--- src/oscsw_pkg.sv ---
// constants, field layout and source codes for the oscillator switch controller
// How it works
// - interrupt clears ratio enable when recover set
// - ratio field selects cpu ratio 1:2^n
// - ratio enable clear forces cpu ratio 1:1
// - fast rc postscaler divides, reset code 001
// - six-bit signed trim offset, zero is centre
// - unimplemented bits always read as zero
// - switching and monitor only when config is 00
// - switching off: next select ignored, current follows config
// - switching off: switch request held at zero
// - high byte writes need 78h then 9Ah
// - low byte writes need 46h then 57h
// - equal sources: clear request, abort switch
// - valid switch start clears lock and fail flag
// - start new oscillator, await start-up or lock
// - count ten new clock cycles before changeover
// - changeover clears request, copies next to current
// - old source stops except kept low-power/secondary
// - primary submode fixed, runtime switch cannot change
// - secondary oscillator starts on module request
// - secondary pins oscillator for 11/01, digital 00
// - source select code assignments
package oscsw_pkg;
   // register byte offsets
   localparam logic [3:0]  OSC_CONTROL_REG_OFS     = 4'h0;
   localparam logic [3:0]  CLOCK_DIVIDER_CTRL_OFS  = 4'h4;
   localparam logic [3:0]  FAST_RC_TRIM_CTRL_OFS   = 4'h8;
   localparam logic [3:0]  CLOCK_CONFIG_OFS        = 4'hc;
   // osc_control_reg fields
   localparam int          CUR_SRC_LSB             = 12;
   localparam int          NXT_SRC_LSB             = 8;
   localparam int          LOCK_BIT                = 5;
   localparam int          FAIL_BIT                = 3;
   localparam int          PRIM_SLEEP_BIT          = 2;
   localparam int          SECONDARY_OSC_EN_BIT             = 1;
   localparam int          SWITCH_REQ_BIT          = 0;
   // clock_divider_control fields
   localparam int          RECOVER_BIT             = 15;
   localparam int          SLOW_RATIO_LSB          = 12;
   localparam int          RATIO_EN_BIT            = 11;
   localparam int          POSTSCALE_LSB           = 8;
   localparam logic [2:0]  POSTSCALE_RST           = 3'h1;
   localparam logic [2:0]  POSTSCALE_MAX_CODE      = 3'h7;
   localparam logic [3:0]  POSTSCALE_MAX_SHIFT     = 4'h8;
   // configuration register fields
   localparam int          CFG_MON_LSB             = 0;
   localparam int          CFG_INIT_LSB            = 2;
   localparam int          CFG_SUBMODE_LSB         = 5;
   localparam int          CFG_SECONDARY_OSC_MODE_LSB       = 7;
   localparam int          CFG_DONE_BIT            = 9;
   localparam logic [1:0]  MON_CFG_RST             = 2'h3;
   localparam logic [1:0]  MON_CFG_SWITCH_ON       = 2'h0;
   localparam logic [2:0]  INIT_SRC_RST            = 3'h7;
   localparam logic [1:0]  SUBMODE_RST             = 2'h3;
   localparam logic [1:0]  SUBMODE_EXT_CLOCK       = 2'h0;
   localparam logic [1:0]  SECONDARY_OSC_MODE_RST           = 2'h3;
   localparam logic [1:0]  SECONDARY_OSC_MODE_LP            = 2'h1;
   localparam logic [1:0]  SECONDARY_OSC_MODE_OSC           = 2'h3;
   // unlock keys
   localparam logic [7:0]  HI_KEY_1                = 8'h78;
   localparam logic [7:0]  HI_KEY_2                = 8'h9a;
   localparam logic [7:0]  LO_KEY_1                = 8'h46;
   localparam logic [7:0]  LO_KEY_2                = 8'h57;
   // new clock cycles counted before changeover
   localparam logic [3:0]  NEW_CLK_CYCLES          = 4'ha;
   // source select codes
   typedef enum logic [2:0] {
      OSCSW_SRC_FRC      = 3'h0,
      OSCSW_SRC_FRC_PLL  = 3'h1,
      OSCSW_SRC_PRIM     = 3'h2,
      OSCSW_SRC_PRIM_PLL = 3'h3,
      OSCSW_SRC_SEC      = 3'h4,
      OSCSW_SRC_LOW_POWER_INTERNAL_RC     = 3'h5,
      OSCSW_SRC_RSVD     = 3'h6,
      OSCSW_SRC_FRC_DIV  = 3'h7
   } oscsw_src_e;
   // oscillator enable vector positions
   localparam int          EN_FRC                  = 0;
   localparam int          EN_PRIM                 = 1;
   localparam int          EN_SEC                  = 2;
   localparam int          EN_LOW_POWER_INTERNAL_RC                 = 3;
   localparam int          EN_PLL                  = 4;
endpackage

--- src/oscsw_tick_div.sv ---
// power-of-two tick divider that changes ratio only at a period boundary
`timescale 1ns/100ps
module oscsw_tick_div #(
   parameter int CNT_W = 8
) (
   input  wire logic             clk_in,
   input  wire logic             rst_in,
   input  wire logic [3:0]       shift_in,
   output logic                  tick_out
);
   logic [CNT_W-1:0] cnt_ff;
   logic [3:0]       shift_ff;
   logic [CNT_W:0]   lim_wide;
   logic [CNT_W-1:0] lim;

   if (CNT_W < 1 || CNT_W > 15) begin : g_chk
      $error("oscsw_tick_div: CNT_W out of range");
   end

   always_comb begin
      lim_wide = ({{CNT_W{1'b0}}, 1'b1} << shift_ff) - {{CNT_W{1'b0}}, 1'b1};
      lim      = lim_wide[CNT_W-1:0];
   end

   // new ratio taken only when the running period wraps
   always_ff @(posedge clk_in) begin
      if (rst_in) begin
         cnt_ff   <= '0;
         shift_ff <= 4'h0;
         tick_out <= 1'b0;
      end else if (cnt_ff == lim) begin
         cnt_ff   <= '0;
         shift_ff <= shift_in;
         tick_out <= 1'b1;
      end else begin
         cnt_ff   <= cnt_ff + {{(CNT_W-1){1'b0}}, 1'b1};
         tick_out <= 1'b0;
      end
   end
endmodule

--- src/oscsw_top.sv ---
// oscillator switch controller with divider, postscaler, trim and avalon slave
`timescale 1ns/100ps
module oscsw_top
   import oscsw_pkg::*;
#(
   parameter int DIV_W = 8
) (
   input  wire logic        clk_in,
   input  wire logic        rst_in,
   input  wire logic [3:0]  avs_address_in,
   input  wire logic        avs_read_in,
   input  wire logic        avs_write_in,
   input  wire logic [31:0] avs_writedata_in,
   input  wire logic [3:0]  avs_byteenable_in,
   output logic      [31:0] avs_readdata_out,
   output logic             avs_waitrequest_out,
   input  wire logic [3:0]  osc_clk_in,
   input  wire logic        prim_startup_done_in,
   input  wire logic        pll_lock_in,
   input  wire logic        irq_in,
   input  wire logic        secondary_osc_module_req_in,
   input  wire logic        wdt_enable_in,
   input  wire logic        clock_fail_in,
   output logic      [4:0]  osc_enable_out,
   output logic      [2:0]  current_source_out,
   output logic      [5:0]  fast_rc_trim_out,
   output logic             cpu_tick_out,
   output logic             frc_post_tick_out,
   output logic             fail_safe_en_out,
   output logic             secondary_osc_pins_osc_mode_out,
   output logic             switch_busy_out
);
   typedef enum logic [5:0] {
      ST_IDLE    = 6'h01,
      ST_COMPARE = 6'h02,
      ST_START   = 6'h04,
      ST_WAIT    = 6'h08,
      ST_COUNT   = 6'h10,
      ST_CHANGE  = 6'h20
   } oscsw_state_e;

   if (DIV_W < 8) begin : g_chk
      $error("oscsw_top: DIV_W must reach divide-by-256");
   end

   oscsw_state_e state_ff;
   oscsw_state_e nxt_state;
   logic [2:0]   cur_src_ff;
   logic [2:0]   nxt_src_ff;
   logic [2:0]   tgt_ff;
   logic         req_ff;
   logic         lock_ff;
   logic         fail_ff;
   logic         prim_sleep_ff;
   logic         secondary_osc_en_ff;
   logic         roi_ff;
   logic [2:0]   doze_ff;
   logic         cpu_ratio_enable_ff;
   logic [2:0]   fast_rc_postscale_ff;
   logic [5:0]   trim_ff;
   logic [1:0]   mon_cfg_ff;
   logic [2:0]   init_cfg_ff;
   logic [1:0]   sub_cfg_ff;
   logic [1:0]   secondary_osc_cfg_ff;
   logic         cfg_done_ff;
   logic [1:0]   hi_stage_ff;
   logic [1:0]   lo_stage_ff;
   logic [3:0]   cnt_ff;
   logic [3:0]   clk_s1_ff;
   logic [3:0]   clk_s2_ff;
   logic [3:0]   clk_s3_ff;
   logic [1:0]   rdy_s1_ff;
   logic [1:0]   rdy_s2_ff;
   logic         wait_ff;
   logic [31:0]  rdata_ff;
   logic [4:0]   osc_en_ff;

   logic         switch_en;
   logic         fsm_en;
   logic         wr_fire;
   logic         osc_sel;
   logic         hi_ok;
   logic         lo_ok;
   logic [7:0]   hi_byte;
   logic [7:0]   lo_byte;
   logic         need_ost;
   logic         need_pll;
   logic         src_ready;
   logic [1:0]   tgt_clk;
   logic         tgt_edge;
   logic [3:0]   cpu_shift;
   logic [3:0]   post_shift;
   logic [4:0]   want_en;

   function automatic logic [4:0] src_need(input logic [2:0] s);
      logic [4:0] e;
      e = 5'h00;
      unique case (s)
         OSCSW_SRC_FRC, OSCSW_SRC_FRC_DIV: e[EN_FRC] = 1'b1;
         OSCSW_SRC_FRC_PLL: begin
            e[EN_FRC] = 1'b1;
            e[EN_PLL] = 1'b1;
         end
         OSCSW_SRC_PRIM:    e[EN_PRIM] = 1'b1;
         OSCSW_SRC_PRIM_PLL: begin
            e[EN_PRIM] = 1'b1;
            e[EN_PLL]  = 1'b1;
         end
         OSCSW_SRC_SEC:     e[EN_SEC] = 1'b1;
         OSCSW_SRC_LOW_POWER_INTERNAL_RC:    e[EN_LOW_POWER_INTERNAL_RC] = 1'b1;
         default:           e = 5'h00;
      endcase
      return e;
   endfunction

   assign switch_en = (mon_cfg_ff == MON_CFG_SWITCH_ON);
   assign fsm_en    = (mon_cfg_ff == MON_CFG_SWITCH_ON);
   assign wr_fire   = avs_write_in && !wait_ff;
   assign osc_sel   = (avs_address_in == OSC_CONTROL_REG_OFS);
   assign hi_byte   = avs_writedata_in[15:8];
   assign lo_byte   = avs_writedata_in[7:0];
   assign hi_ok     = wr_fire && osc_sel && avs_byteenable_in[1] && (hi_stage_ff == 2'h2);
   assign lo_ok     = wr_fire && osc_sel && avs_byteenable_in[0] && (lo_stage_ff == 2'h2);

   // avalon slave: waitrequest drops one cycle after a request arrives
   always_ff @(posedge clk_in) begin
      if (rst_in) begin
         wait_ff <= 1'b1;
      end else begin
         wait_ff <= !((avs_read_in || avs_write_in) && wait_ff);
      end
   end

   always_ff @(posedge clk_in) begin
      if (rst_in) begin
         rdata_ff <= 32'h0000_0000;
      end else if (avs_read_in && wait_ff) begin
         unique case (avs_address_in)
            OSC_CONTROL_REG_OFS:
               rdata_ff <= {16'h0000, 1'b0, cur_src_ff, 1'b0, nxt_src_ff, 2'b00, lock_ff, 1'b0,
                            fail_ff, prim_sleep_ff, secondary_osc_en_ff, req_ff};
            CLOCK_DIVIDER_CTRL_OFS:
               rdata_ff <= {16'h0000, roi_ff, doze_ff, cpu_ratio_enable_ff, fast_rc_postscale_ff, 8'h00};
            FAST_RC_TRIM_CTRL_OFS:
               rdata_ff <= {26'h0000000, trim_ff};
            CLOCK_CONFIG_OFS:
               rdata_ff <= {22'h000000, cfg_done_ff, secondary_osc_cfg_ff, sub_cfg_ff, init_cfg_ff, mon_cfg_ff};
            default:
               rdata_ff <= 32'h0000_0000;
         endcase
      end
   end

   // unlock sequences, one per byte; any other write breaks the sequence
   always_ff @(posedge clk_in) begin
      if (rst_in) begin
         hi_stage_ff <= 2'h0;
      end else if (wr_fire) begin
         if (osc_sel && avs_byteenable_in[1]) begin
            if (hi_stage_ff == 2'h1 && hi_byte == HI_KEY_2) begin
               hi_stage_ff <= 2'h2;
            end else if (hi_stage_ff != 2'h2 && hi_byte == HI_KEY_1) begin
               hi_stage_ff <= 2'h1;
            end else begin
               hi_stage_ff <= 2'h0;
            end
         end else begin
            hi_stage_ff <= 2'h0;
         end
      end
   end

   always_ff @(posedge clk_in) begin
      if (rst_in) begin
         lo_stage_ff <= 2'h0;
      end else if (wr_fire) begin
         if (osc_sel && avs_byteenable_in[0]) begin
            if (lo_stage_ff == 2'h1 && lo_byte == LO_KEY_2) begin
               lo_stage_ff <= 2'h2;
            end else if (lo_stage_ff != 2'h2 && lo_byte == LO_KEY_1) begin
               lo_stage_ff <= 2'h1;
            end else begin
               lo_stage_ff <= 2'h0;
            end
         end else begin
            lo_stage_ff <= 2'h0;
         end
      end
   end

   // configuration: written once after reset, then frozen
   always_ff @(posedge clk_in) begin
      if (rst_in) begin
         mon_cfg_ff  <= MON_CFG_RST;
         init_cfg_ff <= INIT_SRC_RST;
         sub_cfg_ff  <= SUBMODE_RST;
         secondary_osc_cfg_ff <= SECONDARY_OSC_MODE_RST;
         cfg_done_ff <= 1'b0;
      end else if (wr_fire && avs_address_in == CLOCK_CONFIG_OFS && avs_byteenable_in[1:0] == 2'b11
                   && !cfg_done_ff) begin
         mon_cfg_ff  <= avs_writedata_in[CFG_MON_LSB +: 2];
         init_cfg_ff <= avs_writedata_in[CFG_INIT_LSB +: 3];
         sub_cfg_ff  <= avs_writedata_in[CFG_SUBMODE_LSB +: 2];
         secondary_osc_cfg_ff <= avs_writedata_in[CFG_SECONDARY_OSC_MODE_LSB +: 2];
         cfg_done_ff <= 1'b1;
      end
   end

   // next source select and plain low-byte control bits
   always_ff @(posedge clk_in) begin
      if (rst_in) begin
         nxt_src_ff <= INIT_SRC_RST;
      end else if (!cfg_done_ff || !switch_en) begin
         nxt_src_ff <= init_cfg_ff;
      end else if (hi_ok && state_ff == ST_IDLE) begin
         nxt_src_ff <= hi_byte[2:0];
      end
   end

   always_ff @(posedge clk_in) begin
      if (rst_in) begin
         prim_sleep_ff <= 1'b0;
         secondary_osc_en_ff    <= 1'b0;
      end else if (lo_ok) begin
         prim_sleep_ff <= lo_byte[PRIM_SLEEP_BIT];
         secondary_osc_en_ff    <= lo_byte[SECONDARY_OSC_EN_BIT];
      end
   end

   // switch request: set by unlocked write, cleared by hardware
   always_ff @(posedge clk_in) begin
      if (rst_in) begin
         req_ff <= 1'b0;
      end else if (!switch_en) begin
         req_ff <= 1'b0;
      end else if (lo_ok && lo_byte[SWITCH_REQ_BIT] && state_ff == ST_IDLE) begin
         req_ff <= 1'b1;
      end else if (state_ff == ST_COMPARE && (tgt_ff == cur_src_ff || tgt_ff == OSCSW_SRC_RSVD)) begin
         req_ff <= 1'b0;
      end else if (state_ff == ST_CHANGE) begin
         req_ff <= 1'b0;
      end
   end

   // clock fail flag: monitor sets, switch start or software clears, set wins
   always_ff @(posedge clk_in) begin
      if (rst_in) begin
         fail_ff <= 1'b0;
      end else if (clock_fail_in && fsm_en) begin
         fail_ff <= 1'b1;
      end else if (state_ff == ST_START) begin
         fail_ff <= 1'b0;
      end else if (lo_ok && !lo_byte[FAIL_BIT]) begin
         fail_ff <= 1'b0;
      end
   end

   // pll lock status
   always_ff @(posedge clk_in) begin
      if (rst_in) begin
         lock_ff <= 1'b0;
      end else if (state_ff == ST_START) begin
         lock_ff <= 1'b0;
      end else begin
         lock_ff <= rdy_s2_ff[1] && osc_en_ff[EN_PLL];
      end
   end

   // synchronisers for oscillator clocks and readiness levels
   always_ff @(posedge clk_in) begin
      if (rst_in) begin
         clk_s1_ff <= 4'h0;
         clk_s2_ff <= 4'h0;
         clk_s3_ff <= 4'h0;
         rdy_s1_ff <= 2'h0;
         rdy_s2_ff <= 2'h0;
      end else begin
         clk_s1_ff <= osc_clk_in;
         clk_s2_ff <= clk_s1_ff;
         clk_s3_ff <= clk_s2_ff;
         rdy_s1_ff <= {pll_lock_in, prim_startup_done_in};
         rdy_s2_ff <= rdy_s1_ff;
      end
   end

   always_comb begin
      unique case (tgt_ff)
         OSCSW_SRC_PRIM, OSCSW_SRC_PRIM_PLL: tgt_clk = 2'h1;
         OSCSW_SRC_SEC:                      tgt_clk = 2'h2;
         OSCSW_SRC_LOW_POWER_INTERNAL_RC:                     tgt_clk = 2'h3;
         default:                            tgt_clk = 2'h0;
      endcase
   end

   assign tgt_edge  = clk_s2_ff[tgt_clk] && !clk_s3_ff[tgt_clk];
   assign need_ost  = (tgt_ff == OSCSW_SRC_PRIM || tgt_ff == OSCSW_SRC_PRIM_PLL)
                      && sub_cfg_ff != SUBMODE_EXT_CLOCK;
   assign need_pll  = (tgt_ff == OSCSW_SRC_FRC_PLL || tgt_ff == OSCSW_SRC_PRIM_PLL);
   assign src_ready = (!need_ost || rdy_s2_ff[0]) && (!need_pll || rdy_s2_ff[1]);

   // switch sequencer
   always_comb begin
      nxt_state = state_ff;
      unique case (state_ff)
         ST_IDLE:    if (req_ff) nxt_state = ST_COMPARE;
         ST_COMPARE: begin
            if (tgt_ff == cur_src_ff || tgt_ff == OSCSW_SRC_RSVD) begin
               nxt_state = ST_IDLE;
            end else begin
               nxt_state = ST_START;
            end
         end
         ST_START:   nxt_state = ST_WAIT;
         ST_WAIT:    if (src_ready) nxt_state = ST_COUNT;
         ST_COUNT:   if (cnt_ff == NEW_CLK_CYCLES) nxt_state = ST_CHANGE;
         ST_CHANGE:  nxt_state = ST_IDLE;
         default:    nxt_state = ST_IDLE;
      endcase
      if (!switch_en) begin
         nxt_state = ST_IDLE;
      end
   end

   always_ff @(posedge clk_in) begin
      if (rst_in) begin
         state_ff <= ST_IDLE;
      end else begin
         state_ff <= nxt_state;
      end
   end

   always_ff @(posedge clk_in) begin
      if (rst_in) begin
         tgt_ff <= INIT_SRC_RST;
      end else if (state_ff == ST_IDLE) begin
         tgt_ff <= nxt_src_ff;
      end
   end

   always_ff @(posedge clk_in) begin
      if (rst_in) begin
         cnt_ff <= 4'h0;
      end else if (state_ff != ST_COUNT) begin
         cnt_ff <= 4'h0;
      end else if (tgt_edge) begin
         cnt_ff <= cnt_ff + 4'h1;
      end
   end

   // current source: follows config when switching is off
   always_ff @(posedge clk_in) begin
      if (rst_in) begin
         cur_src_ff <= INIT_SRC_RST;
      end else if (!switch_en || !cfg_done_ff) begin
         cur_src_ff <= init_cfg_ff;
      end else if (state_ff == ST_CHANGE) begin
         cur_src_ff <= tgt_ff;
      end
   end

   // oscillator enables: current source, pending target and kept sources
   always_comb begin
      want_en = src_need(cur_src_ff);
      if (state_ff == ST_START || state_ff == ST_WAIT || state_ff == ST_COUNT || state_ff == ST_CHANGE) begin
         want_en = want_en | src_need(tgt_ff);
      end
      if (wdt_enable_in || fsm_en) begin
         want_en[EN_LOW_POWER_INTERNAL_RC] = 1'b1;
      end
      if ((secondary_osc_en_ff || secondary_osc_module_req_in)
          && (secondary_osc_cfg_ff == SECONDARY_OSC_MODE_OSC || secondary_osc_cfg_ff == SECONDARY_OSC_MODE_LP)) begin
         want_en[EN_SEC] = 1'b1;
      end
   end

   always_ff @(posedge clk_in) begin
      if (rst_in) begin
         osc_en_ff <= 5'h00;
      end else begin
         osc_en_ff <= want_en;
      end
   end

   // clock divider control register
   always_ff @(posedge clk_in) begin
      if (rst_in) begin
         roi_ff   <= 1'b0;
         doze_ff  <= 3'h0;
         fast_rc_postscale_ff <= POSTSCALE_RST;
      end else if (wr_fire && avs_address_in == CLOCK_DIVIDER_CTRL_OFS && avs_byteenable_in[1]) begin
         roi_ff   <= avs_writedata_in[RECOVER_BIT];
         doze_ff  <= avs_writedata_in[SLOW_RATIO_LSB +: 3];
         fast_rc_postscale_ff <= avs_writedata_in[POSTSCALE_LSB +: 3];
      end
   end

   always_ff @(posedge clk_in) begin
      if (rst_in) begin
         cpu_ratio_enable_ff <= 1'b0;
      end else if (irq_in && roi_ff) begin
         cpu_ratio_enable_ff <= 1'b0;
      end else if (wr_fire && avs_address_in == CLOCK_DIVIDER_CTRL_OFS && avs_byteenable_in[1]) begin
         cpu_ratio_enable_ff <= avs_writedata_in[RATIO_EN_BIT];
      end
   end

   always_ff @(posedge clk_in) begin
      if (rst_in) begin
         trim_ff <= 6'h00;
      end else if (wr_fire && avs_address_in == FAST_RC_TRIM_CTRL_OFS && avs_byteenable_in[0]) begin
         trim_ff <= avs_writedata_in[5:0];
      end
   end

   assign cpu_shift  = cpu_ratio_enable_ff ? {1'b0, doze_ff} : 4'h0;
   assign post_shift = (fast_rc_postscale_ff == POSTSCALE_MAX_CODE) ? POSTSCALE_MAX_SHIFT : {1'b0, fast_rc_postscale_ff};

   oscsw_tick_div #(.CNT_W(DIV_W)) u_cpu_div (
      .clk_in   (clk_in),
      .rst_in   (rst_in),
      .shift_in (cpu_shift),
      .tick_out (cpu_tick_out)
   );

   oscsw_tick_div #(.CNT_W(DIV_W)) u_post_div (
      .clk_in   (clk_in),
      .rst_in   (rst_in),
      .shift_in (post_shift),
      .tick_out (frc_post_tick_out)
   );

   // registered status outputs
   always_ff @(posedge clk_in) begin
      if (rst_in) begin
         current_source_out     <= INIT_SRC_RST;
         fast_rc_trim_out       <= 6'h00;
         fail_safe_en_out       <= 1'b0;
         secondary_osc_pins_osc_mode_out <= 1'b1;
         switch_busy_out        <= 1'b0;
      end else begin
         current_source_out     <= cur_src_ff;
         fast_rc_trim_out       <= trim_ff;
         fail_safe_en_out       <= fsm_en;
         secondary_osc_pins_osc_mode_out <= (secondary_osc_cfg_ff == SECONDARY_OSC_MODE_OSC || secondary_osc_cfg_ff == SECONDARY_OSC_MODE_LP);
         switch_busy_out        <= (state_ff != ST_IDLE);
      end
   end

   assign avs_readdata_out    = rdata_ff;
   assign avs_waitrequest_out = wait_ff;
   assign osc_enable_out      = osc_en_ff;
endmodule

--- config.mk ---
export PLATFORM = sky130hd
export DESIGN_NAME = oscsw_top
export DESIGN_NICKNAME = d
export VERILOG_FILES = /design/src/oscsw_pkg.sv /design/src/oscsw_tick_div.sv /design/src/oscsw_top.sv
export SDC_FILE = /design/constraint.sdc
export NUM_CORES = 1
export LEC_CHECK = 0
export CAP_MARGIN = 10
export CORE_UTILIZATION = 50
export CTS_CLUSTER_DIAMETER = 150
export CTS_CLUSTER_SIZE = 16
export DETAILED_ROUTE_END_ITERATION = 8
export DONT_BUFFER_PORTS = 1
export GPL_ROUTABILITY_DRIVEN = 0
export HOLD_SLACK_MARGIN = 0.08
export PLACE_DENSITY = 0.68
export SLEW_MARGIN = 15
export SYNTH_ARGS = -nofsm -noshare
export SYNTH_HDL_FRONTEND = slang
export SYNTH_HIERARCHICAL = 1
export SYNTH_SLANG_ARGS = --single-unit
--- constraint.sdc ---
create_clock -name clk_in -period 5.45 [get_ports clk_in]
set_input_delay 0.2725 -clock clk_in [delete_from_list [all_inputs] [get_ports clk_in]]
set_output_delay 0.2725 -clock clk_in [all_outputs]
set_load 0.005 [all_outputs]
==> results of run 1 <==
[final timing paths]
kind / slack (ns) / from / depth (start not counted) / end
worst max-delay path: 2.82 / u_post_div/shift_ff[3]$_SDFFE_PP0N_ / 8 / u_post_div/cnt_ff[6]$_SDFF_PP0_
worst min register to register: 0.43 / clk_s1_ff[2]$_SDFF_PP0_ / 1 / clk_s2_ff[2]$_SDFF_PP0_
worst min-delay path: 0.11 / avs_address_in[1] / 3 / avs_readdata_out[11]$_SDFFE_PP0P_
worst max register to register: 2.82 / u_post_div/shift_ff[3]$_SDFFE_PP0N_ / 8 / u_post_div/cnt_ff[6]$_SDFF_PP0_
[registers in the layout, indices dropped and copies added, names as in the netlist, 5 cells and up]
signal,count
fast_rc_trim_out,6
u_post_div/cnt_ff,8
trim_ff,6
u_cpu_div/cnt_ff,8
state_ff,6
avs_readdata_out,16
osc_enable_out,5
[metal layers]
layer / vias to the layer above / wire [um] / GRT usage (%)
li1: 2273 / - / -
met1: 2234 / 6150 / 27.5
met2: 127 / 6670 / 37.5
met3: 29 / 827 / 7.18
met4: 0 / 340 / 11.7
met5: - / 0 / 0
[area by class of cell]
type	instances	share of cell area, %
Multi-Input combinational cell	471	47.1
Timing Repair Buffer	28	4.26
Clock inverter	9	1.54
Clock buffer	23	7.04
Inverter	9	0.488
Tap cell	143	2.58
Sequential cell	128	37.0
[per-stage QoR]
| stage | power [mW] | cell area, um2 |
|---|---|---|
| floorplan | 1.36 | 6130 |
| global placement | 1.40 | 6050 |
| detailed placement | 1.41 | 6050 |
| CTS | 2.57 | 6930 |
| global route | 2.64 | 6930 |
| finish | 2.55 | 6930 |
[worst min-delay path, stage by stage]
cell and delay (ns):
nor4b_4 0.06, nand3_1 0.08, a21oi_1 0.06
[report_power, final]
group / total (mW) / switching (mW) / internal, mW
Sequential: 1.02 / 0.0471 / 0.972
Combinational: 0.405 / 0.233 / 0.172
Clock: 1.13 / 0.406 / 0.719
Total: 2.55 / 0.687 / 1.86
[cells in the final DEF, fill, tap and decap left out, drive strengths merged, types with 4 or more instances in the layout]
cell / count
dfxtp: 128
nand2: 55
nor2: 49
mux2i: 47
nor3: 33
nor2b: 32
nand2b: 29
dlygate4sd3: 26
o21ai: 23
clkbuf: 23
conb: 17
a21oi: 14
nand4: 13
xor2: 13
nand3: 12
xnor2: 10
and2: 9
inv: 8
a21o: 7
nor4: 7
and4b: 6
mux2: 6
ha: 6
a22oi: 5
a211oi: 5
clkinv: 5
or2: 4
a221oi: 4
a32oi: 4
nand3b: 4
nor3b: 4
or4: 4
[cells by family after synthesis]
group,share of synthesized area [%]
AO/OA/AOI/OAI,11.5
XOR/XNOR,3.32
adder cells (fa/ha/maj),1.24
buffers and inverters,5.07
flip-flops,42.2
multiplexers,8.86
other,0.0617
AND/OR/NAND/NOR,27.8
[timing repair]
item                       CTS  global route
hold buffers                27             0
hold endpoints to repair    96             0
setup endpoints to repair    0             0
==> summary.md, run 1 <==
| Metric | Value |
|---|---|
| Outcome | `finished with violations` |
| Failing checks | `design-rule violations` |
| H-tree depth | `4` |
| Post-CTS setup buffer count | `0` |
| CTS tree | `built` |
| Commonest cells post-synth | `dfxtp_1, nand2_1, nor2_1, mux2i_1, nor2b_1` |
| Sequential Area | `about 2600 um2` |
| Port Buffers | `0` |
| Critical path's top delay family | `simple AND/OR/NAND/NOR gates` |
| Tmin final | `between 2 and 3 ns` |
| Die area | `between 10,000 and 15,000 um2` |
| Max-cap violations | `0` |
| Lkg Pwr | `approximately 2.6 nW` |
| Crit path launch type | `flop` |
| Largest cells by area after synthesis | `dfxtp_1, mux2i_1, nand2_1` |
| Critical Path Max Stage Delay | `0.69 ns` |
| Placed cell count | `~750` |
| RSZ-0062 raised after global routing | `false` |
| Synth Register Bits | `around 130` |
| Critical Path, Cell by Cell | `nor3_1, nand2b_1, ha_1, nor2b_1, o21ai_0, a311oi_4, nor4_4, nor3_2` |
| Crit path kind | `reg -> reg` |
| Clk_lat worst skew | `between 0.4 and 0.5 ns` |
| Post-synth cell types | `between 60 and 70` |
| Cell Rows | `39` |
| Multi-input logic area | `3260 um2` |
| Worst Path Max Fanout | `10` |
| CORE AREA | `approximately 12,000 um2` |
| Sequential area share after synthesis | `between 40% and 50%` |
| Drt drc | `3` |
| Gr usage total | `around 23%` |
| Max Transition Viols Final | `0` |
| Antenna diode count | `0` |
| Count leader, synth | `dfxtp_1` |
| Vias | `4,663` |
| Final setup viols | `0` |
| Clock transition at the registers of the reported paths | `0.06 ns` |
| Fin util | `around 60%` |
| Detailed Route Iter0 Violations | `~320` |
| Critical path's slowest cell | `nor4_4` |
| Detailed Route WL | `14,000 um` |
| Final hold slack | `0.111 ns` |
| Hold Vio Cnt, Final | `0` |
| CTS Sinks | `between 100 and 150` |
| Crit path capture type | `flop` |
| DR WL/cell | `about 17 um` |
| Post-DP HPWL | `a little over 9000 um` |
| IR drop worst, VDD | `243 uV` |
| Post-Syn Area | `6070 um2` |
| Routed Antenna Nets | `0` |
| Worst hold path class | `in -> reg` |
| First-pass GRT wire length | `roughly 23,000 um` |
| Final period utilization | `about 48%` |
| Fill count | `996` |
| Syn avg cell area | `9.52 um2` |
| Clock buffer count from CTS | `17` |
| Post-Route Skew | `slightly below 0.006 ns` |
| Synthesis Warnings | `6` |
| Rel. slew slack | `between 50% and 60%` |
| First-pass DRT Iterations | `9` |
| Layout cells sized above 1 | `about 11%` |
| GRT overflow | `0` |
| Die Width | `between 100 and 150 um` |
| Area delta synth->final | `14.1%` |
| Worst-margin pin slew | `~0.71 ns` |
| Initial antenna violation count | `0` |
| CTS max path bufs | `2` |
| CTS resizes | `0` |
| Place WS | `2.85 ns` |
| Synth async-reset ratio | `0%` |
| Setup TNS | `0 ns` |
| Post-synth EDFFs | `0` |
| Final WS setup | `approximately 2.8 ns` |
| Vert. Die Dim | `112 um` |
| Power Dens Cells | `about 370 nW/um2` |
| CTS root buf | `clkbuf_16` |
| Critical Path RT | `between 5 and 6 ns` |
| Post-synth top area cell | `dfxtp_1` |
| Largest net degree at the start of global routing | `92` |
| Peak Freq | `380 MHz` |
| Buffers & Inverters on Critical Path | `0` |
| Post-Layout Cell Count | `a little over 800` |
| Share of the synthesized area in the top cell type | `between 40% and 50%` |
| Vias per cell | `between 5 and 6` |
| Vias in the first global route | `about 4.6k` |
| Synthesized instance count | `638` |
| IO Pins | `~110` |
| Ys flop type | `dfxtp_1` |
| Initial cell density of the core | `52.3%` |
| Nets@finish | `around 700` |
| Critical path data arrival time | `roughly 2.9 ns` |
Power figures use the tool's default switching activity.
==> inputs of run 2 (changes only) <==
==> constraint.sdc (replaced) <==
create_clock -name clk_in -period 2.42 [get_ports clk_in]
set_input_delay 0.121 -clock clk_in [delete_from_list [all_inputs] [get_ports clk_in]]
set_output_delay 0.121 -clock clk_in [all_outputs]
set_load 0.005 [all_outputs]
==> run 2 against run 1 <==
Compared with the run above: the run still ends with design-rule violations left; power is 140% higher; utilization is 2.3 points higher; clock power is 130% higher; cell count is 3.0% higher; via count is 3.3% higher; die area stayed put; sequential power is 120% higher; count of clock-buffer cells in the layout is 1 lower; register-to-register slack worse by 2.7 ns; first-iteration DRC count is 13% lower; critical endpoint is now u_post_div/shift_ff[3]$_SDFFE_PP0N_; largest cell class unchanged.
==> summary.md, run 2 (synthesized netlist as in run 1, its figures left out) <==
| Metric | Value |
|---|---|
| Power Dens Cells | `846 nW/um2 (was 368 nW/um2)` |
| CTS Sinks | `128 (unchanged)` |
| Detailed Route Iter0 Violations | `280 (was 322)` |
| FF-to-FF setup slack | `0.16 ns (was 2.82 ns)` |
| Rel. slew slack | `54.8% (was 52.2%)` |
| CORE AREA | `11,600 um2 (unchanged)` |
| Area delta synth->final | `18.5% (was 14.1%)` |
| Post-Route Skew | `0.00722 ns (was 0.00596 ns)` |
| Buffers & Inverters on Critical Path | `1 (was 0)` |
| Final setup viols | `0 (unchanged)` |
| Worst hold path class | `in -> reg (unchanged)` |
| IR drop worst, VDD | `570 uV (was 243 uV)` |
| Crit path capture type | `flop (unchanged)` |
| Critical path data arrival time | `2.60 ns (was 2.91 ns)` |
| Vias | `4,815 (was 4,663)` |
| Die area | `12,600 um2 (unchanged)` |
| Clock buffer count from CTS | `17 (unchanged)` |
| Lkg Pwr | `2.79 nW (was 2.65 nW)` |
| Hold Vio Cnt, Final | `0 (unchanged)` |
| R2R depth | `8 (unchanged)` |
| Fill count | `992 (was 996)` |
| Worst hold endpoint | `avs_readdata_out[10]$_SDFFE_PP0P_ (was avs_readdata_out[11]$_SDFFE_PP0P_)` |
| Critical path's top delay family | `simple AND/OR/NAND/NOR gates (unchanged)` |
| Critical path's slowest cell | `dfxtp_1 (was nor4_4)` |
| Critical Path RT | `2.76 ns (was 5.73 ns)` |
| Worst flop-to-flop path endpoint | `u_post_div/shift_ff[3]$_SDFFE_PP0N_ (was u_post_div/cnt_ff[6]$_SDFF_PP0_)` |
| Antenna diode count | `0 (unchanged)` |
| Initial cell density of the core | `52.3% (unchanged)` |
| Critical Path, Cell by Cell | `nand2b_1, ha_2, xor2_1, xnor2_1, nand4_1, nor4_4, buf_4, mux2i_1 (was nor3_1, nand2b_1, ha_1, nor2b_1, o21ai_0, a311oi_4, nor4_4, nor3_2)` |
| GRT overflow | `0 (unchanged)` |
| Crit path launch type | `flop (unchanged)` |
| Vias per cell | `5.77 (was 5.75)` |
| Most common cell after layout, fill and taps aside | `dfxtp_1 (unchanged)` |
| Max Transition Viols Final | `0 (unchanged)` |
| DR WL/cell | `17.1 um (was 17.3 um)` |
| Worst R2R Start | `u_post_div/shift_ff[0]$_SDFFE_PP0N_ (was u_post_div/shift_ff[3]$_SDFFE_PP0N_)` |
| H-tree depth | `4 (unchanged)` |
| CTS root buf | `clkbuf_16 (unchanged)` |
| First-pass DRT Iterations | `7 (was 9)` |
| Vias in the first global route | `4,827 (was 4,641)` |
| Commonest cells after routing, fill and taps aside | `dfxtp_1, nand2_1, nor2_1 (unchanged)` |
| Crit path kind | `reg -> reg (unchanged)` |
| Clk_lat worst skew | `0.42 ns (about the same)` |
| Outcome | `finished with violations (unchanged)` |
| Layout cells sized above 1 | `13.6% (was 11.1%)` |
| Initial antenna violation count | `0 (unchanged)` |
| CTS tree | `built (unchanged)` |
| Nets@finish | `740 (was 715)` |
| Final hold slack | `0.102 ns (was 0.111 ns)` |
| Clock transition at the registers of the reported paths | `0.06 ns (about the same)` |
| Drt drc | `5 (was 3)` |
| Peak Freq | `442 MHz (was 380 MHz)` |
| Worst Path Max Fanout | `9 (was 10)` |
| CTS max path bufs | `2 (unchanged)` |
| Routed Antenna Nets | `0 (unchanged)` |
| Placed Area | `6110 um2 (was 6050 um2)` |
| Hold Crit Start | `avs_address_in[2] (was avs_address_in[1])` |
| Gr usage total | `24.1% (was 23.1%)` |
| Cell Rows | `39 (unchanged)` |
| Worst-margin pin slew | `0.673 ns (was 0.712 ns)` |
| Port Buffers | `0 (unchanged)` |
| Vert. Die Dim | `112 um (unchanged)` |
| Post-DP HPWL | `9200 um (was 9180 um)` |
| Setup TNS | `0 ns (unchanged)` |
| Die Width | `112 um (unchanged)` |
| Placed cell count | `761 (was 752)` |
| Final Power | `6.09 mW (was 2.55 mW)` |
| Critical Path Max Stage Delay | `0.48 ns (was 0.69 ns)` |
| Failing checks | `design-rule violations (unchanged)` |
| Final Cell Area | `7200 um2 (was 6930 um2)` |
| Final period utilization | `93.4% (was 48.2%)` |
| Tmin final | `2.26 ns (was 2.63 ns)` |
| Post-Layout Cell Count | `835 (was 811)` |
| IO Pins | `106 (unchanged)` |
| Largest register FFs | `16 (unchanged)` |
| First-pass GRT wire length | `23,600 um (was 22,600 um)` |
| Largest net degree at the start of global routing | `94 (was 92)` |
| Worst hold path stage count | `3 (unchanged)` |
| Detailed Route WL | `14,300 um (was 14,000 um)` |
| Max-cap violations | `0 (unchanged)` |
[run 2: cell count changes in the layout (fill, tap and decap cells not counted), moves of 3 or more]
cell	delta
nor3_2	+3
buf_4	+13
nor3_1	-3
dlygate4sd3_1	+11
[run 2: area by class of cell]
class | count | area (um2) | area share [%]
clock buffer | 22 | 484 | 6.73
tap | 143 | 179 | 2.49
sequential | 128 | 2560 | 35.6
timing repair buffer | 53 | 523 | 7.27
clock inverter | 9 | 131 | 1.83
multi-input combinational | 471 | 3280 | 45.6
inverter | 9 | 33.8 | 0.469
[run 2: through the flow]
step / setup slack [ns] / utilization, %
floorplan: 0.0520 / -
global placement: 0.0333 / 52.6
detailed placement: -0.0613 / 52.6
CTS: 0.0511 / 61.8
global route: -0.0109 / 62.0
finish: 0.159 / 62.0
[run 2: repair_timing]
action | in CTS | in global routing
hold endpoints to repair | 114 | 0
pin swaps | 2 | 7
hold buffers | 39 | 0
setup endpoints to repair | 16 | 25
gates resized for setup | 0 | 7
buffers inserted | 3 | 2
[run 2: layer usage]
layer  part of all wire, %  up-vias  global-route usage, %
met4                   2.7        0                   10.2
li1                      -     2316                      -
met2                    48      138                   40.2
met5                     0        -                      0
met1                    43     2324                   28.6
met3                   6.1       37                   7.45
[run 2: how the worst max path moves through the flow]
stage                     cells past startpoint                           startpoint                                   to
final                                         8  u_post_div/shift_ff[0]$_SDFFE_PP0N_  u_post_div/shift_ff[3]$_SDFFE_PP0N_
after global routing                          9   u_cpu_div/shift_ff[3]$_SDFFE_PP0N_   u_cpu_div/shift_ff[2]$_SDFFE_PP0N_
after CTS                                     8   u_cpu_div/shift_ff[3]$_SDFFE_PP0N_   u_cpu_div/shift_ff[2]$_SDFFE_PP0N_
after detailed placement                      8   u_cpu_div/shift_ff[3]$_SDFFE_PP0N_       u_cpu_div/cnt_ff[2]$_SDFF_PP0_
after global placement                        8  u_post_div/shift_ff[3]$_SDFFE_PP0N_      u_post_div/cnt_ff[1]$_SDFF_PP0_
after floorplan                               9   u_cpu_div/shift_ff[3]$_SDFFE_PP0N_       u_cpu_div/cnt_ff[1]$_SDFF_PP0_
[run 2: report_power, final]
part	total (mW)	internal [mW]	switching (mW)
Clock	2.64	1.72	0.917
Combinational	1.17	0.584	0.582
Sequential	2.28	2.19	0.0935
[run 2: worst register-to-register path, delay by kind of cell (launching register included)]
kind / cells / cell delay, ns
flip-flops: 1 / 0.48
AND/OR/NAND/NOR: 3 / 0.74
buffers and inverters: 1 / 0.19
multiplexers: 1 / 0.20
XOR/XNOR: 2 / 0.34
adder cells (fa/ha/maj): 1 / 0.24
==> inputs of run 3 (changes only) <==
--- a/config.mk
+++ b/config.mk
@@ -6,14 +6,14 @@
 export NUM_CORES = 1
 export LEC_CHECK = 0
 export CAP_MARGIN = 10
-export CORE_UTILIZATION = 50
+export CORE_UTILIZATION = 44
 export CTS_CLUSTER_DIAMETER = 150
 export CTS_CLUSTER_SIZE = 16
 export DETAILED_ROUTE_END_ITERATION = 8
 export DONT_BUFFER_PORTS = 1
 export GPL_ROUTABILITY_DRIVEN = 0
 export HOLD_SLACK_MARGIN = 0.08
-export PLACE_DENSITY = 0.68
+export PLACE_DENSITY = 0.62
 export SLEW_MARGIN = 15
 export SYNTH_ARGS = -nofsm -noshare
 export SYNTH_HDL_FRONTEND = slang
==> run 3 against run 2 <==
Compared with the run above: clock skew increased by 0.0014 ns; combinational power about the same; first-iteration DRC count decreased by 5.4%; wire length down 1.3%; cell count rose by 4.2%; sequential cell count unchanged; the run now ends clean; power down 4.9%; count of clock-buffer cells in the layout decreased by 3; sequential power hardly changed; critical path depth fell by 1; utilization down 8.2 points; non-clock buffer count increased by 1.
==> summary.md, run 3 (synthesized netlist as in run 1, its figures left out) <==
| Metric | Value |
|---|---|
| Outcome | `completed (was finished with violations)` |
| Port Buffers | `0 (unchanged)` |
| Die area | `14,300 um2 (was 12,600 um2)` |
| Wire length on met1 | `6400 um (was 6140 um)` |
| Power Dens Cells | `807 nW/um2 (was 846 nW/um2)` |
| Area delta synth->final | `18.1% (was 18.5%)` |
| IR drop worst, VDD | `486 uV (was 570 uV)` |
| Clk_lat worst skew | `0.42 ns (about the same)` |
| FF-to-FF setup slack | `0.14 ns (was 0.16 ns)` |
| Initial cell density of the core | `45.5% (was 52.3%)` |
| CTS tree | `built (unchanged)` |
| Worst Path Max Fanout | `7 (was 9)` |
| Rel. slew slack | `55.2% (was 54.8%)` |
| Wire length on met3 | `766 um (was 875 um)` |
| Critical Path Max Stage Delay | `0.56 ns (was 0.48 ns)` |
| Tmin final | `2.28 ns (was 2.26 ns)` |
| Cell Rows | `42 (was 39)` |
| Crit path launch type | `flop (unchanged)` |
| Crit path capture type | `flop (unchanged)` |
| Fill count | `1,226 (was 992)` |
| Crit path kind | `reg -> reg (unchanged)` |
| CTS root buf | `clkbuf_16 (unchanged)` |
| Post-DP HPWL | `9590 um (was 9200 um)` |
| CORE AREA | `13,300 um2 (was 11,600 um2)` |
| Fin util | `53.7% (was 62.0%)` |
| GRT overflow | `0 (unchanged)` |
| Layout cells sized above 1 | `13.7% (was 13.6%)` |
| Clock transition at the registers of the reported paths | `0.06 ns (about the same)` |
| Clock buffer count from CTS | `17 (unchanged)` |
| Antenna diode count | `0 (unchanged)` |
| Die Width | `119 um (was 112 um)` |
| Largest net degree at the start of global routing | `94 (unchanged)` |
| Placed cell count | `794 (was 761)` |
| Critical path's slowest cell | `dlygate4sd3_1 (was dfxtp_1)` |
| Vert. Die Dim | `119 um (was 112 um)` |
| IO Pins | `106 (unchanged)` |
| DR WL/cell | `16.2 um (was 17.1 um)` |
| Lkg Pwr | `2.76 nW (was 2.79 nW)` |
| Routed Antenna Nets | `0 (unchanged)` |
| First-pass GRT wire length | `23,100 um (was 23,600 um)` |
| Initial antenna violation count | `0 (unchanged)` |
| CTS max path bufs | `2 (unchanged)` |
| Drt drc | `0 (was 5)` |
| Most common cell after layout, fill and taps aside | `dfxtp_1 (unchanged)` |
| Top layer in use | `met4 (unchanged)` |
| Post-Route Skew | `0.00861 ns (was 0.00722 ns)` |
| CTS Sinks | `128 (unchanged)` |
| H-tree depth | `4 (unchanged)` |
| Post-Layout Cell Count | `870 (was 835)` |
| Detailed Route Iter0 Violations | `265 (was 280)` |
| Detailed Route WL | `14,100 um (was 14,300 um)` |
| Final setup viols | `0 (unchanged)` |
| Final Cell Area | `7170 um2 (was 7200 um2)` |
| Worst hold path class | `in -> reg (unchanged)` |
| Peak Freq | `438 MHz (was 442 MHz)` |
| Hold Vio Cnt, Final | `0 (unchanged)` |
| First-pass DRT Iterations | `5 (was 7)` |
| Vias in the first global route | `4,523 (was 4,827)` |
| Largest register FFs | `16 (unchanged)` |
| Vias per cell | `5.41 (was 5.77)` |
| Max Transition Viols Final | `0 (unchanged)` |
| Wire length on met2 | `6680 um (was 6910 um)` |
| Placed Area | `6150 um2 (was 6110 um2)` |
| Max-cap violations | `0 (unchanged)` |
| Commonest cells after routing, fill and taps aside | `dfxtp_1, nand2_1, nor2_1 (unchanged)` |
| Final Power | `5.79 mW (was 6.09 mW)` |
| Critical Path, Cell by Cell | `and3b_2, nand3_1, nor3_2, dlygate4sd3_1, a21oi_1, dlygate4sd3_1, nor2_1 (was nand2b_1, ha_2, xor2_1, xnor2_1, nand4_1, nor4_4, buf_4, mux2i_1)` |
| Gr usage total | `20.9% (was 24.1%)` |
| Nets@finish | `741 (was 740)` |
| Worst-margin pin slew | `0.666 ns (was 0.673 ns)` |
| Critical path data arrival time | `2.58 ns (was 2.60 ns)` |
| Critical Path RT | `2.72 ns (was 2.76 ns)` |
| Critical Path Most Common Cell | `dlygate4sd3_1` |
| Vias | `4,704 (was 4,815)` |
| Final period utilization | `94.3% (was 93.4%)` |
-- run 3: cell types whose count changed in the layout (fill, tap and decap cells not counted), moves of 2 or more --
cell        previous run  this run
buf_4                 14        16
bufinv_16              3         0
clkbuf_8               4         1
clkinv_4               1         3
clkinvlp_4             3         5
inv_6                  0         3
-- run 3: where the power goes --
part | internal [mW] | total (mW) | switching (mW) | leakage (nW)
logic | 0.571 | 1.15 | 0.583 | 1.46
registers | 2.19 | 2.28 | 0.0889 | 1.04
clock network | 1.35 | 2.35 | 1.00 | 0.255
-- run 3: repair_timing --
action / in CTS / in global routing
hold endpoints to repair: 113 / 0
hold buffers: 37 / 0
buffers inserted: 3 / 4
resized for setup: 0 / 5
pin swaps: 3 / 9
setup endpoints to repair: 16 / 25
-- run 3: layout make-up --
class | count | area, um2 | share of cell area, %
tap | 176 | 220 | 3.07
clock buffer | 19 | 443 | 6.17
inverter | 9 | 33.8 | 0.471
clock inverter | 13 | 106 | 1.48
timing repair buffer | 54 | 528 | 7.36
multi-input combinational | 471 | 3280 | 45.7
sequential | 128 | 2560 | 35.7
-- run 3: through the flow --
| step | hold WS [ns] | setup slack [ns] | setup TNS (ns) |
|---|---|---|---|
| 2_1_floorplan | 0.219 | 0.0520 | 0 |
| 3_3_place_gp | 0.205 | 0.0341 | 0 |
| 3_5_place_dp | 0.207 | -0.0809 | -0.782 |
| 4_1_cts | 0.0801 | 0.000629 | 0 |
| 5_1_grt | 0.0908 | -0.00470 | -0.00509 |
| 6_report | 0.0836 | 0.138 | 0 |
-- run 3: worst paths after layout --
| check | from | to | cells after the start |
|---|---|---|---|
| max reg2reg | avs_waitrequest_out$_SDFF_PP1_ | hi_stage_ff[1]$_SDFFE_PP0N_ | 7 |
| max | avs_waitrequest_out$_SDFF_PP1_ | hi_stage_ff[1]$_SDFFE_PP0N_ | 7 |
| min reg2reg | rdy_s1_ff[0]$_SDFF_PP0_ | rdy_s2_ff[0]$_SDFF_PP0_ | 1 |
| min | avs_address_in[2] | avs_readdata_out[4]$_SDFFE_PP0P_ | 4 |
-- run 3: metal layers --
metal / up-vias / GRT usage, %
met1: 2224 / 26.4
met3: 26 / 5.80
met5: - / 0
met4: 0 / 8.59
met2: 136 / 33.4
li1: 2318 / -
-- run 3: critical path, delay by kind of cell (launching register included) --
kind	cells	cell delay (ns)
flip-flops	1	0.44
AND/OR/NAND/NOR	4	0.49
buffers and inverters	2	1.12
AO/OA/AOI/OAI	1	0.11
